$ cat src/rcv_pkg.sv
// Shared constants and carrier types for the dual-channel rod interlock voter
package rcv_pkg;
  localparam int POS_W = 16;
  localparam int REED_N = 8;
  localparam int STAMP_W = 24;
  localparam int MANUAL_PB_N = 2;
  localparam int REC_DEPTH_DEF = 64;
  localparam int DISAGREE_CYC_DEF = 16;
  localparam int POS_TOL_DEF = 4;

  // Outputs of one redundant logic channel
  typedef struct packed {
    logic rod_block;
    logic withdraw;
    logic insert;
    logic emerg_vote;
  } rcv_chan_t;

  // Control inputs of one operator panel
  typedef struct packed {
    logic reset;
    logic withdraw;
    logic insert;
  } rcv_panel_t;

  // Movement command towards the inverter controller
  typedef struct packed {
    logic withdraw;
    logic insert;
    logic emerg;
  } rcv_move_t;

  // Status from inverter controller and motor driver module
  typedef struct packed {
    logic inv_ok;
    logic drv_ok;
  } rcv_drive_stat_t;

  // One scram timing record
  typedef struct packed {
    logic [STAMP_W-1:0] stamp;
    logic [REED_N-1:0] reeds;
  } rcv_rec_t;

  // Every pin input, synchronised as one group
  typedef struct packed {
    rcv_chan_t chan_a;
    rcv_chan_t chan_b;
    logic chan_a_fail;
    logic chan_b_fail;
    logic scram_follow;
    logic alternate_insertion;
    logic selected_run_in;
    logic [MANUAL_PB_N-1:0] manual_run_in;
    logic insert_panel;
    logic panel_backup_sel;
    rcv_panel_t main_panel;
    rcv_panel_t backup_panel;
    logic [POS_W-1:0] pos_a;
    logic [POS_W-1:0] pos_b;
    rcv_drive_stat_t drive_stat;
    logic brake_stat_a;
    logic brake_stat_b;
    logic [REED_N-1:0] reeds;
    logic scram_test;
    logic full_scram;
    logic rec_rd;
  } rcv_pins_t;

  typedef enum {REC_IDLE, REC_RUN} rcv_rec_state_t;
endpackage

$ cat src/rcv_recorder.sv
// Scram time recorder: time-stamps reed switch changes and hands records out in order
`timescale 1ns/1ps
module rcv_recorder #(
  parameter int DEPTH = rcv_pkg::REC_DEPTH_DEF
) (
  input wire logic sys_clk_in,
  input wire logic rst_in,
  input wire logic [rcv_pkg::REED_N-1:0] reeds_in,
  input wire logic start_in,
  input wire logic clear_in,
  input wire logic rd_in,
  output logic rec_valid_out,
  output rcv_pkg::rcv_rec_t rec_data_out,
  output logic recording_out
);
  import rcv_pkg::*;

  localparam int AW = $clog2(DEPTH);

  initial begin
    if (DEPTH < 2 || (1 << AW) != DEPTH) begin
      $error("Recorder depth must be a power of two, at least 2");
    end
  end

  rcv_rec_t mem [DEPTH];
  rcv_rec_state_t state_reg;
  logic [STAMP_W-1:0] stamp_reg;
  logic [REED_N-1:0] last_reg;
  logic [AW:0] wr_ptr_reg;
  logic [AW:0] rd_ptr_reg;
  logic [AW:0] wr_ptr_next;
  logic [AW:0] rd_ptr_next;
  logic full;
  logic wr_en;
  logic rd_en;
  rcv_rec_t new_rec;

  assign full = (wr_ptr_reg - rd_ptr_reg) == (AW + 1)'(DEPTH);
  // Once full, later changes are dropped so the start of the scram is kept
  assign wr_en = (state_reg == REC_RUN) && (reeds_in != last_reg) && !full && !clear_in;
  assign rd_en = rd_in && rec_valid_out && !clear_in;
  assign new_rec = '{stamp: stamp_reg, reeds: reeds_in};
  assign wr_ptr_next = clear_in ? '0 : (wr_ptr_reg + (AW + 1)'(wr_en));
  assign rd_ptr_next = clear_in ? '0 : (rd_ptr_reg + (AW + 1)'(rd_en));

  // Free-running time base on the system clock
  always_ff @(posedge sys_clk_in or posedge rst_in) begin
    if (rst_in) begin
      stamp_reg <= '0;
    end else begin
      stamp_reg <= stamp_reg + 1'b1;
    end
  end

  always_ff @(posedge sys_clk_in or posedge rst_in) begin
    if (rst_in) begin
      state_reg <= REC_IDLE;
    end else begin
      case (state_reg)
        REC_IDLE: begin
          if (start_in && !clear_in) begin
            state_reg <= REC_RUN;
          end
        end
        REC_RUN: begin
          if (clear_in) begin
            state_reg <= REC_IDLE;
          end
        end
        default: state_reg <= REC_IDLE;
      endcase
    end
  end

  always_ff @(posedge sys_clk_in or posedge rst_in) begin
    if (rst_in) begin
      last_reg <= '0;
    end else begin
      last_reg <= reeds_in;
    end
  end

  always_ff @(posedge sys_clk_in) begin
    if (wr_en) begin
      mem[wr_ptr_reg[AW-1:0]] <= new_rec;
    end
  end

  always_ff @(posedge sys_clk_in or posedge rst_in) begin
    if (rst_in) begin
      wr_ptr_reg <= '0;
      rd_ptr_reg <= '0;
    end else begin
      wr_ptr_reg <= wr_ptr_next;
      rd_ptr_reg <= rd_ptr_next;
    end
  end

  // Head record is registered; a write into the slot being read is bypassed
  always_ff @(posedge sys_clk_in or posedge rst_in) begin
    if (rst_in) begin
      rec_valid_out <= 1'b0;
      rec_data_out <= '0;
      recording_out <= 1'b0;
    end else begin
      rec_valid_out <= wr_ptr_next != rd_ptr_next;
      if (wr_en && wr_ptr_reg[AW-1:0] == rd_ptr_next[AW-1:0]) begin
        rec_data_out <= new_rec;
      end else begin
        rec_data_out <= mem[rd_ptr_next[AW-1:0]];
      end
      recording_out <= (state_reg == REC_RUN) && !clear_in;
    end
  end

  rec_start_a: assert property (@(posedge sys_clk_in) disable iff (rst_in)
    (state_reg == REC_IDLE && start_in && !clear_in) ##1 !clear_in |=> recording_out)
    else $error("Recorder did not start after trigger");
endmodule

$ cat src/rcv_voter.sv
// Dual-channel rod interlock voter with emergency insertion vote and scram recording
//
// Contract
// - Compare both channels continuously; sustained disagreement raises rod block.
// - Either channel alone can raise the rod block.
// - Emergency insertion needs channel A, channel B and insertion panel together.
// - A single failed channel is bypassed, only while emergency insertion is active.
// - Emergency insertion is active if scram-follow, alternate or selected run-in is.
// - Insertion panel output driven by trip, flow controller or two manual buttons.
// - Selector grants control to main or backup panel only; other ignored.
// - All-rod run-in command drives hardwired pump runback output.
// - Both position words are used by control and monitoring logic.
// - Inverter takes agreed movement commands; its status returns to channels.
// - Brake commanded from here; one brake status line returns per channel.
// - Reed changes time-stamped after scram test or full-core scram starts.
// - Recorded timing records can be transferred to the analysis panel.
// - Latched trips hold until operator reset from selected panel.
`timescale 1ns/1ps
module rcv_voter #(
  parameter int DISAGREE_CYCLES = rcv_pkg::DISAGREE_CYC_DEF,
  parameter int POS_TOLERANCE = rcv_pkg::POS_TOL_DEF,
  parameter int REC_DEPTH = rcv_pkg::REC_DEPTH_DEF
) (
  input wire logic sys_clk_in,
  input wire logic rst_in,
  input wire rcv_pkg::rcv_chan_t chan_a_in,
  input wire rcv_pkg::rcv_chan_t chan_b_in,
  input wire logic chan_a_fail_in,
  input wire logic chan_b_fail_in,
  input wire logic scram_follow_in,
  input wire logic alternate_insertion_in,
  input wire logic selected_run_in_in,
  input wire logic [rcv_pkg::MANUAL_PB_N-1:0] manual_run_in_in,
  input wire logic insert_panel_in,
  input wire logic panel_backup_sel_in,
  input wire rcv_pkg::rcv_panel_t main_panel_in,
  input wire rcv_pkg::rcv_panel_t backup_panel_in,
  input wire logic [rcv_pkg::POS_W-1:0] pos_a_in,
  input wire logic [rcv_pkg::POS_W-1:0] pos_b_in,
  input wire rcv_pkg::rcv_drive_stat_t drive_stat_in,
  input wire logic brake_stat_a_in,
  input wire logic brake_stat_b_in,
  input wire logic [rcv_pkg::REED_N-1:0] reeds_in,
  input wire logic scram_test_in,
  input wire logic full_scram_in,
  input wire logic rec_rd_in,
  output logic rod_block_out,
  output rcv_pkg::rcv_move_t move_out,
  output logic emerg_panel_out,
  output logic runback_out,
  output logic brake_release_out,
  output rcv_pkg::rcv_drive_stat_t drive_stat_a_out,
  output rcv_pkg::rcv_drive_stat_t drive_stat_b_out,
  output logic brake_fb_a_out,
  output logic brake_fb_b_out,
  output logic [rcv_pkg::POS_W-1:0] pos_word_out,
  output logic rec_valid_out,
  output rcv_pkg::rcv_rec_t rec_data_out,
  output logic recording_out
);
  import rcv_pkg::*;

  localparam int DIS_W = $clog2(DISAGREE_CYCLES + 1);

  initial begin
    if (DISAGREE_CYCLES < 1) begin
      $error("DISAGREE_CYCLES must be at least 1");
    end
    if (POS_TOLERANCE < 0 || POS_TOLERANCE >= (1 << POS_W)) begin
      $error("POS_TOLERANCE out of range");
    end
  end

  rcv_pins_t pins_raw;
  rcv_pins_t sync1_reg;
  rcv_pins_t sync2_reg;
  logic rd_prev_reg;
  logic [DIS_W-1:0] dis_cnt_reg;
  logic block_latch_reg;

  rcv_pins_t s;
  rcv_panel_t sel_panel;
  logic op_reset;
  logic mismatch;
  logic dis_hit;
  logic [POS_W-1:0] pos_diff;
  logic pos_bad;
  logic block_cause;
  logic emerg_active;
  logic bypass_a;
  logic bypass_b;
  logic vote_a;
  logic vote_b;
  logic emerg_go;
  rcv_move_t move_next;
  logic rec_start;
  logic rec_pop;

  assign pins_raw = '{
    chan_a: chan_a_in,
    chan_b: chan_b_in,
    chan_a_fail: chan_a_fail_in,
    chan_b_fail: chan_b_fail_in,
    scram_follow: scram_follow_in,
    alternate_insertion: alternate_insertion_in,
    selected_run_in: selected_run_in_in,
    manual_run_in: manual_run_in_in,
    insert_panel: insert_panel_in,
    panel_backup_sel: panel_backup_sel_in,
    main_panel: main_panel_in,
    backup_panel: backup_panel_in,
    pos_a: pos_a_in,
    pos_b: pos_b_in,
    drive_stat: drive_stat_in,
    brake_stat_a: brake_stat_a_in,
    brake_stat_b: brake_stat_b_in,
    reeds: reeds_in,
    scram_test: scram_test_in,
    full_scram: full_scram_in,
    rec_rd: rec_rd_in
  };

  // Every pin input crosses two flops before any logic sees it
  always_ff @(posedge sys_clk_in or posedge rst_in) begin
    if (rst_in) begin
      sync1_reg <= '0;
      sync2_reg <= '0;
      rd_prev_reg <= 1'b0;
    end else begin
      sync1_reg <= pins_raw;
      sync2_reg <= sync1_reg;
      rd_prev_reg <= sync2_reg.rec_rd;
    end
  end

  assign s = sync2_reg;

  // Only the granted panel's controls reach the logic
  assign sel_panel = s.panel_backup_sel ? s.backup_panel : s.main_panel;
  assign op_reset = sel_panel.reset;

  // Channel rod-block flags are voted separately, so they are left out here
  assign mismatch = (s.chan_a.withdraw != s.chan_b.withdraw) ||
                    (s.chan_a.insert != s.chan_b.insert) ||
                    (s.chan_a.emerg_vote != s.chan_b.emerg_vote);
  assign dis_hit = mismatch && (dis_cnt_reg == DIS_W'(DISAGREE_CYCLES - 1));

  // Both converter words are checked against each other
  assign pos_diff = (s.pos_a > s.pos_b) ? (s.pos_a - s.pos_b) : (s.pos_b - s.pos_a);
  assign pos_bad = pos_diff > POS_W'(POS_TOLERANCE);

  assign block_cause = dis_hit || s.chan_a.rod_block || s.chan_b.rod_block || pos_bad;

  assign emerg_active = s.scram_follow || s.alternate_insertion || s.selected_run_in;
  // Bypass only one failed channel; with both failed the vote stays closed
  assign bypass_a = emerg_active && s.chan_a_fail && !s.chan_b_fail;
  assign bypass_b = emerg_active && s.chan_b_fail && !s.chan_a_fail;
  assign vote_a = s.chan_a.emerg_vote || bypass_a;
  assign vote_b = s.chan_b.emerg_vote || bypass_b;
  assign emerg_go = vote_a && vote_b && s.insert_panel;

  always_comb begin
    move_next = '0;
    move_next.emerg = emerg_go;
    // Normal motion needs both channels in agreement and no rod block
    if (!emerg_go && !block_latch_reg && !block_cause) begin
      move_next.withdraw = s.chan_a.withdraw && s.chan_b.withdraw && sel_panel.withdraw;
      move_next.insert = s.chan_a.insert && s.chan_b.insert && sel_panel.insert;
    end
  end

  always_ff @(posedge sys_clk_in or posedge rst_in) begin
    if (rst_in) begin
      dis_cnt_reg <= '0;
    end else if (!mismatch) begin
      dis_cnt_reg <= '0;
    end else if (dis_cnt_reg != DIS_W'(DISAGREE_CYCLES)) begin
      dis_cnt_reg <= dis_cnt_reg + 1'b1;
    end
  end

  // A new cause wins over an operator reset in the same cycle
  always_ff @(posedge sys_clk_in or posedge rst_in) begin
    if (rst_in) begin
      block_latch_reg <= 1'b0;
    end else begin
      block_latch_reg <= block_cause || (block_latch_reg && !op_reset);
    end
  end

  always_ff @(posedge sys_clk_in or posedge rst_in) begin
    if (rst_in) begin
      rod_block_out <= 1'b0;
    end else begin
      rod_block_out <= block_cause || (block_latch_reg && !op_reset);
    end
  end

  always_ff @(posedge sys_clk_in or posedge rst_in) begin
    if (rst_in) begin
      move_out <= '0;
      brake_release_out <= 1'b0;
    end else begin
      move_out <= move_next;
      brake_release_out <= move_next.withdraw || move_next.insert || move_next.emerg;
    end
  end

  always_ff @(posedge sys_clk_in or posedge rst_in) begin
    if (rst_in) begin
      emerg_panel_out <= 1'b0;
      runback_out <= 1'b0;
    end else begin
      emerg_panel_out <= emerg_active || (|s.manual_run_in);
      runback_out <= s.scram_follow || s.alternate_insertion;
    end
  end

  // Status returns to each channel, brake status kept per channel
  always_ff @(posedge sys_clk_in or posedge rst_in) begin
    if (rst_in) begin
      drive_stat_a_out <= '0;
      drive_stat_b_out <= '0;
      brake_fb_a_out <= 1'b0;
      brake_fb_b_out <= 1'b0;
      pos_word_out <= '0;
    end else begin
      drive_stat_a_out <= s.drive_stat;
      drive_stat_b_out <= s.drive_stat;
      brake_fb_a_out <= s.brake_stat_a;
      brake_fb_b_out <= s.brake_stat_b;
      if (!pos_bad) begin
        pos_word_out <= s.pos_a;
      end
    end
  end

  assign rec_start = s.scram_test || s.full_scram;
  assign rec_pop = s.rec_rd && !rd_prev_reg;

  rcv_recorder #(
    .DEPTH(REC_DEPTH)
  ) u_recorder (
    .sys_clk_in(sys_clk_in),
    .rst_in(rst_in),
    .reeds_in(s.reeds),
    .start_in(rec_start),
    .clear_in(op_reset),
    .rd_in(rec_pop),
    .rec_valid_out(rec_valid_out),
    .rec_data_out(rec_data_out),
    .recording_out(recording_out)
  );

  sustained_block_a: assert property (@(posedge sys_clk_in) disable iff (rst_in)
    dis_hit |=> rod_block_out)
    else $error("Sustained disagreement did not block");

  short_mismatch_a: assert property (@(posedge sys_clk_in) disable iff (rst_in)
    (!block_latch_reg && !block_cause) |=> !rod_block_out)
    else $error("Rod block without a cause");

  single_chan_a: assert property (@(posedge sys_clk_in) disable iff (rst_in)
    (s.chan_a.rod_block || s.chan_b.rod_block) |=> rod_block_out && !move_out.withdraw)
    else $error("Single channel block ignored");

  emerg_vote_a: assert property (@(posedge sys_clk_in) disable iff (rst_in)
    move_out.emerg |-> $past(s.insert_panel) && $past(vote_a) && $past(vote_b))
    else $error("Emergency motion without full vote");

  bypass_gate_a: assert property (@(posedge sys_clk_in) disable iff (rst_in)
    (!emerg_active && !s.chan_a.emerg_vote) |=> !move_out.emerg)
    else $error("Bypass engaged outside emergency insertion");

  agree_move_a: assert property (@(posedge sys_clk_in) disable iff (rst_in)
    move_out.withdraw |-> $past(s.chan_a.withdraw) && $past(s.chan_b.withdraw))
    else $error("Withdraw without channel agreement");

  panel_ignore_a: assert property (@(posedge sys_clk_in) disable iff (rst_in)
    (rod_block_out && s.panel_backup_sel && !s.backup_panel.reset) |=> rod_block_out)
    else $error("Unselected panel cleared the block");

  latch_hold_a: assert property (@(posedge sys_clk_in) disable iff (rst_in)
    (block_latch_reg && !op_reset) |=> rod_block_out && block_latch_reg)
    else $error("Latched trip dropped without reset");

  runback_a: assert property (@(posedge sys_clk_in) disable iff (rst_in)
    (s.scram_follow || s.alternate_insertion) |=> runback_out)
    else $error("Runback not driven for all-rod run-in");

  manual_run_a: assert property (@(posedge sys_clk_in) disable iff (rst_in)
    (|s.manual_run_in) |=> emerg_panel_out)
    else $error("Manual run-in did not reach panel output");
endmodule

$ cat config.mk
export PLATFORM = sky130hd
export DESIGN_NAME = rcv_voter
export DESIGN_NICKNAME = d
export VERILOG_FILES = /design/src/rcv_pkg.sv /design/src/rcv_recorder.sv /design/src/rcv_voter.sv
export SDC_FILE = /design/constraint.sdc
export NUM_CORES = 2
export LEC_CHECK = 0
export ABC_AREA = 1
export BUFFER_PORTS_ARGS = -buffer_cell sky130_fd_sc_hd__buf_4
export CAP_MARGIN = 10
export CORE_AREA = 2 2 444 490
export DETAILED_ROUTE_END_ITERATION = 8
export DIE_AREA = 0 0 446 492
export GPL_ROUTABILITY_DRIVEN = 0
export PLACE_DENSITY_LB_ADDON = 0.08
export SYNTH_ARGS = -nofsm -noshare
export SYNTH_HDL_FRONTEND = slang
export SYNTH_SLANG_ARGS = --single-unit
$ cat constraint.sdc
create_clock -name sys_clk_in -period 23.8 [get_ports sys_clk_in]
set_input_delay 4.76 -clock sys_clk_in [delete_from_list [all_inputs] [get_ports sys_clk_in]]
set_output_delay 4.76 -clock sys_clk_in [all_outputs]
set_load 0.05 [all_outputs]
; Word level (Yosys, flattened, before mapping)
; Memory sizes are Yosys's and may differ from the RTL's. A register that Yosys moved wholly into a read port is not among the register bits.
; Cells that the tools add are included.
[classes]
add_sub_neg = 7
magnitude_cmp = 2
n_eq_ne = 13
mux = 12
n_reduce_logical = 47
[op_table]
columns = cell, count
row1 = 2-to-1 mux 32 bit, 2
row2 = case mux 32 bit (2 select lines), 1
row3 = equality test 32 x 1 -> 1 bit (second input constant), 1
row4 = equality test 32 x 2 -> 1 bit (second input constant), 1
row5 = zero test 32 bit, 1
row6 = subtractor 16 bit, 2
row7 = adder 24 x 1 -> 24 bit (second input constant), 1
row8 = logical AND 1 bit, 22
row9 = > comparator 16 bit, 1
row10 = > comparator 16 x 3 -> 1 bit (second input constant), 1
row11 = 2-to-1 mux 16 bit, 1
row12 = adder 7 x 1 -> 7 bit, 2
row13 = logical OR 1 bit, 14
row14 = 2-to-1 mux 7 bit, 2
row15 = 2-to-1 mux 5 bit, 2
row16 = zero test 1 bit, 8
row17 = inequality test 8 bit, 1
row18 = equality test 7 bit (second input constant), 1
row19 = inequality test 7 bit, 1
row20 = subtractor 7 bit, 1
row21 = adder 5 x 1 -> 5 bit (second input constant), 1
row22 = equality test 5 x 4 -> 1 bit (second input constant), 1
row23 = inequality test 5 bit (second input constant), 1
row24 = inequality test 2 x 1 -> 1 bit (second input constant), 2
row25 = 7 further kinds, 10
[word_totals]
n_memories = 1
ff_bits = 253
mem_bits_rw = 2048
inputBits = 72
[mem_list]
columns = memory, depth, width, read_ports, rd_clocked_by_memory_dff, write_ports, line
row1 = u_recorder.mem, 64, 32, 1, 1, 1, rcv_recorder.sv:26  ; rcv_rec_t mem [DEPTH];

; Depth between registers and ports, before layout
[depth]
word_depth = 13
ltp_mapped = 25
ltp_nobuf = 25

; By module
; Synthesis repeated with hierarchy kept, for this count alone.
[hier_totals]
hier_cells = 9562
hier_area_um2 = 99020.0
[by_module_without_submodules]
columns = module, cells_per_inst, n_inst, seq_area_each_um2, area_each_um2
row1 = rcv_recorder, 8828, 1, 63525.9, 91840.6
row2 = rcv_voter, 734, 1, 4329.2, 7179.4

; Worst setup path after synthesis
; Ideal clock, no wire load.
[synth_timing]
path_type = flip-flop to output port
startpoint = register drive_stat_b_out[0] (netlist name)
endpoint = output port drive_stat_b_out[0] (netlist name)
setup_slack_ns = 18.154
stages_incl_launch_ff = 2
arrival_time_ns = 0.886
cell_sequence = dfrtp_1 buf_4
[synth_rtl]
columns = element, line
row1 = "start, declared", rcv_voter.sv:53  ; output rcv_pkg::rcv_drive_stat_t drive_stat_b_out,
row2 = "start signal, assigned", rcv_voter.sv:229  ; drive_stat_b_out <= s.drive_stat;
; No word-level cell between the ends.

; Worst setup path in the final report
[layout_timing]
startpoint = register sync2_reg (netlist bit s[53])
endpoint = register, netlist name u_recorder.rec_data_out[30]
[layout_between]
elab_chain_len = 5
[layout_lines]
columns = element, line
row1 = "start, declared", rcv_voter.sv:76  ; rcv_pins_t sync2_reg;
row2 = "start signal, assigned", rcv_voter.sv:131  ; sync2_reg <= sync1_reg;
row3 = 2-to-1 mux 3 bit *, rcv_voter.sv:139  ; assign sel_panel = s.panel_backup_sel ? s.backup_panel : s.main_panel;
row4 = zero test 1 bit, rcv_recorder.sv:42  ; assign rd_en = rd_in && rec_valid_out && !clear_in;
row5 = logical AND 1 bit, rcv_recorder.sv:42
row6 = adder 7 x 1 -> 7 bit, rcv_recorder.sv:45  ; assign rd_ptr_next = clear_in ? '0 : (rd_ptr_reg + (AW + 1)'(rd_en));
row7 = 2-to-1 mux 7 bit *, rcv_recorder.sv:45
; Mark *: on every way between the ends. The rest lies on a longest branch, timed or not.
; A chain may end at the register's enable or synchronous reset.

==> reports/summary.txt <==
Status - complete, no violations
Initial drt markers - 6619
Num CTS Buffers - 236
Clk slew on worst S/H paths - 0.06 ns
Initial Util - 42.7%
CP Launch Type - flop
Tcrit/Tclk final - 29.6%
Int Power - 6.62 mW
CTS Buffer Depth - 3
Critical Path RT - 24.60 ns
Drt first pass iters - 5
DIE HEIGHT - 492 um
Seq/Total Area, Yosys - 73.9%
Largest net degree at the start of global routing - 223
Synthesized flop and latch total - 2302
Worst skew pair latency - 0.89 ns
Avg Vias per Cell - 5.84
Clock root buffer - clkbuf_16
Critical Path AT - 7.83 ns
Pwr/cell area - 84.0 nW/um2
CP Max Fanout - 222
Worst path cell trace - nand2_1 > nand2_4 > nor4b_1 > ha_1 > nand2_8 > inv_16 > buf_4 > buf_4 > buf_4 > buf_4 > o21ai_0 > o211ai_1 > nand3_1 > nand3_1 > nand3_1 > nand2_1 > nand2_1 > o21ai_1
Core Area - 215000 um2
Port-buffer cells - 134
Die Area - 219000 um2
Area of the mapped netlist - 91800 um2
Design Power - 8.70 mW
Core Util, Final - 48.2%
Final WL - 292000 um
Clock power frac - 41.7%
Sw frac - 23.9%
Number of synthesized flops with an enable pin - 2048
Synth cell types - 51
Most used cell, CP - buf_4
CTS tree - built
Synth-to-layout area growth - 12.9%
Setup violations, final - 0
Hold buffer count at cts - 0
Share of cells above drive strength 1 - 11.6%
Synthesized Nets - 6977
Slew headroom - 18.1%
Initial antenna violation count - 9
Max Cap Viol - 0
Logic pwr share - 7.1%
LEAKAGE - 33.3 nW
Final Hold Vio Count - 0
Mean post-synth cell area - 13.4 um2
Die Width - 446 um
Sequential Power Share - 51.2%
Max rail drop VDD - 0.0786 mV
CP max-delay cell - buf_4
Final ANT Viol Nets - 0
Hold Crit Class - flop to flop
DR WL/cell - 29.3 um
Net switching power - 2.08 mW
CP delay by family, top - buffers and inverters
Skew final - 0.0276 ns
Resized cells post-CTS - 0
Critical Path Max Stage Delay - 0.74 ns
CP Capture Type - flop
Total GRT Usage - 26.2%
Post-route DRC - 0
H-Tree Level Count - 4
Yosys warnings - 0
Async S/R FF share, synth - 11.0%
Dominant synthesized flop cell - edfxtp_1
Max reg flops - 2048
Most frequent cells in the layout - edfxtp_1, o21ai_0, nand2_1
Slew @ Worst Pin - 1.23 ns
Vias - 58.1k
Top-level port count - 135
Slew Viols, Final - 0
TNS Setup - 0 ns
First-pass GRT wire length - 415000 um
Unrepaired setup endpoints after global routing - false
Tmin final - 7.03 ns
Rows - 179
CTS Sinks - 2302
F_max - 142 MHz
Critical path class - flop to flop
GRT overflow - 0
Buf+Inv Stages, Crit Path - 5
Final #Nets - 7047
Vias in the first global route - 56.8k
Cells after Synth - 6856
Setup bufs post-CTS - 0
Commonest non-fill, non-tap cell in the layout - edfxtp_1
DP HPWL - 146000 um
## final timing paths
kind,cells after the start,slack (ns),endpoint,startpoint
setup / recovery,18,16.77,u_recorder.rec_data_out[30],s[53]
min in group asynchronous,2,3.96,sync1_reg[55],rst_in
hold / removal,0,0.34,brake_fb_b_out,s[11]
max in group asynchronous,3,18.19,s[3],rst_in
hold reg to reg,0,0.34,brake_fb_b_out,s[11]
setup reg to reg,18,16.77,u_recorder.rec_data_out[30],s[53]
## cells by family after synthesis
family / after synthesis / synth area share, %
and+or+nand+nor: 1885 / 9.01
DFF: 2302 / 73.9
AOI/OAI and AO/OA: 1927 / 12.8
adders and majority gates: 49 / 0.684
buffers and inverters: 640 / 3.05
xor gates and xnor gates: 53 / 0.506
## layout make-up
type / count / area, um2
Tap cell: 2805 / 3510
Antenna cell: 4 / 10.0
Multi-Input combinational cell: 3914 / 21600
Fill cell: 18700 / 111000
Sequential cell: 2302 / 67900
Clock inverter: 122 / 1070
Timing Repair Buffer: 295 / 2280
Clock buffer: 323 / 6440
Inverter: 177 / 731
## power by group through the flow
stage / clock network, mW / registers, mW / logic (mW)
6_report: 3.63 / 4.45 / 0.617
5_1_grt: 3.83 / 4.46 / 0.669
4_1_cts: 3.68 / 4.46 / 0.621
3_5_place_dp: 0 / 4.54 / 0.619
3_3_place_gp: 0 / 4.54 / 0.615
2_1_floorplan: 0 / 4.61 / 0.319
## layer usage
metal | up-vias | global-route usage (%) | wire length (um)
met5 | - | 0 | 19
met3 | 431 | 3.64 | 18700
met2 | 2165 | 43.0 | 140000
met1 | 29900 | 36.3 | 125000
li1 | 25600 | - | -
met4 | 4 | 7.42 | 7700
## Yosys cell counts, types with 35 or more instances
master / n / area share (%)
nand2_1: 759 / 3.1
o22ai_1: 148 / 1.0
xor2_1: 35 / 0.33
nand3_1: 465 / 2.5
o211ai_1: 388 / 3.2
nand3b_1: 72 / 0.59
ha_1: 47 / 0.64
o21bai_1: 338 / 2.8
dfrtp_1: 254 / 6.9
o21ai_0: 761 / 4.2
buf_2: 122 / 0.67
clkbuf_1: 265 / 1.1
buf_4: 39 / 0.32
edfxtp_1: 2048 / 67
nor2_1: 484 / 2.0
a21oi_1: 230 / 1.3
inv_1: 163 / 0.67
## stage by stage
stage,hold WS [ns],area (um2),instances,worst slack (ns)
floorplan,0.331,91800,6856,12.06
global placement,0.333,96000,9493,16.99
detailed placement,0.335,96000,9493,16.80
CTS,0.343,104000,9938,16.79
global route,0.345,104000,9939,16.30
finish,0.343,104000,9942,16.77
No activity file was read; power rests on OpenSTA's default activity.
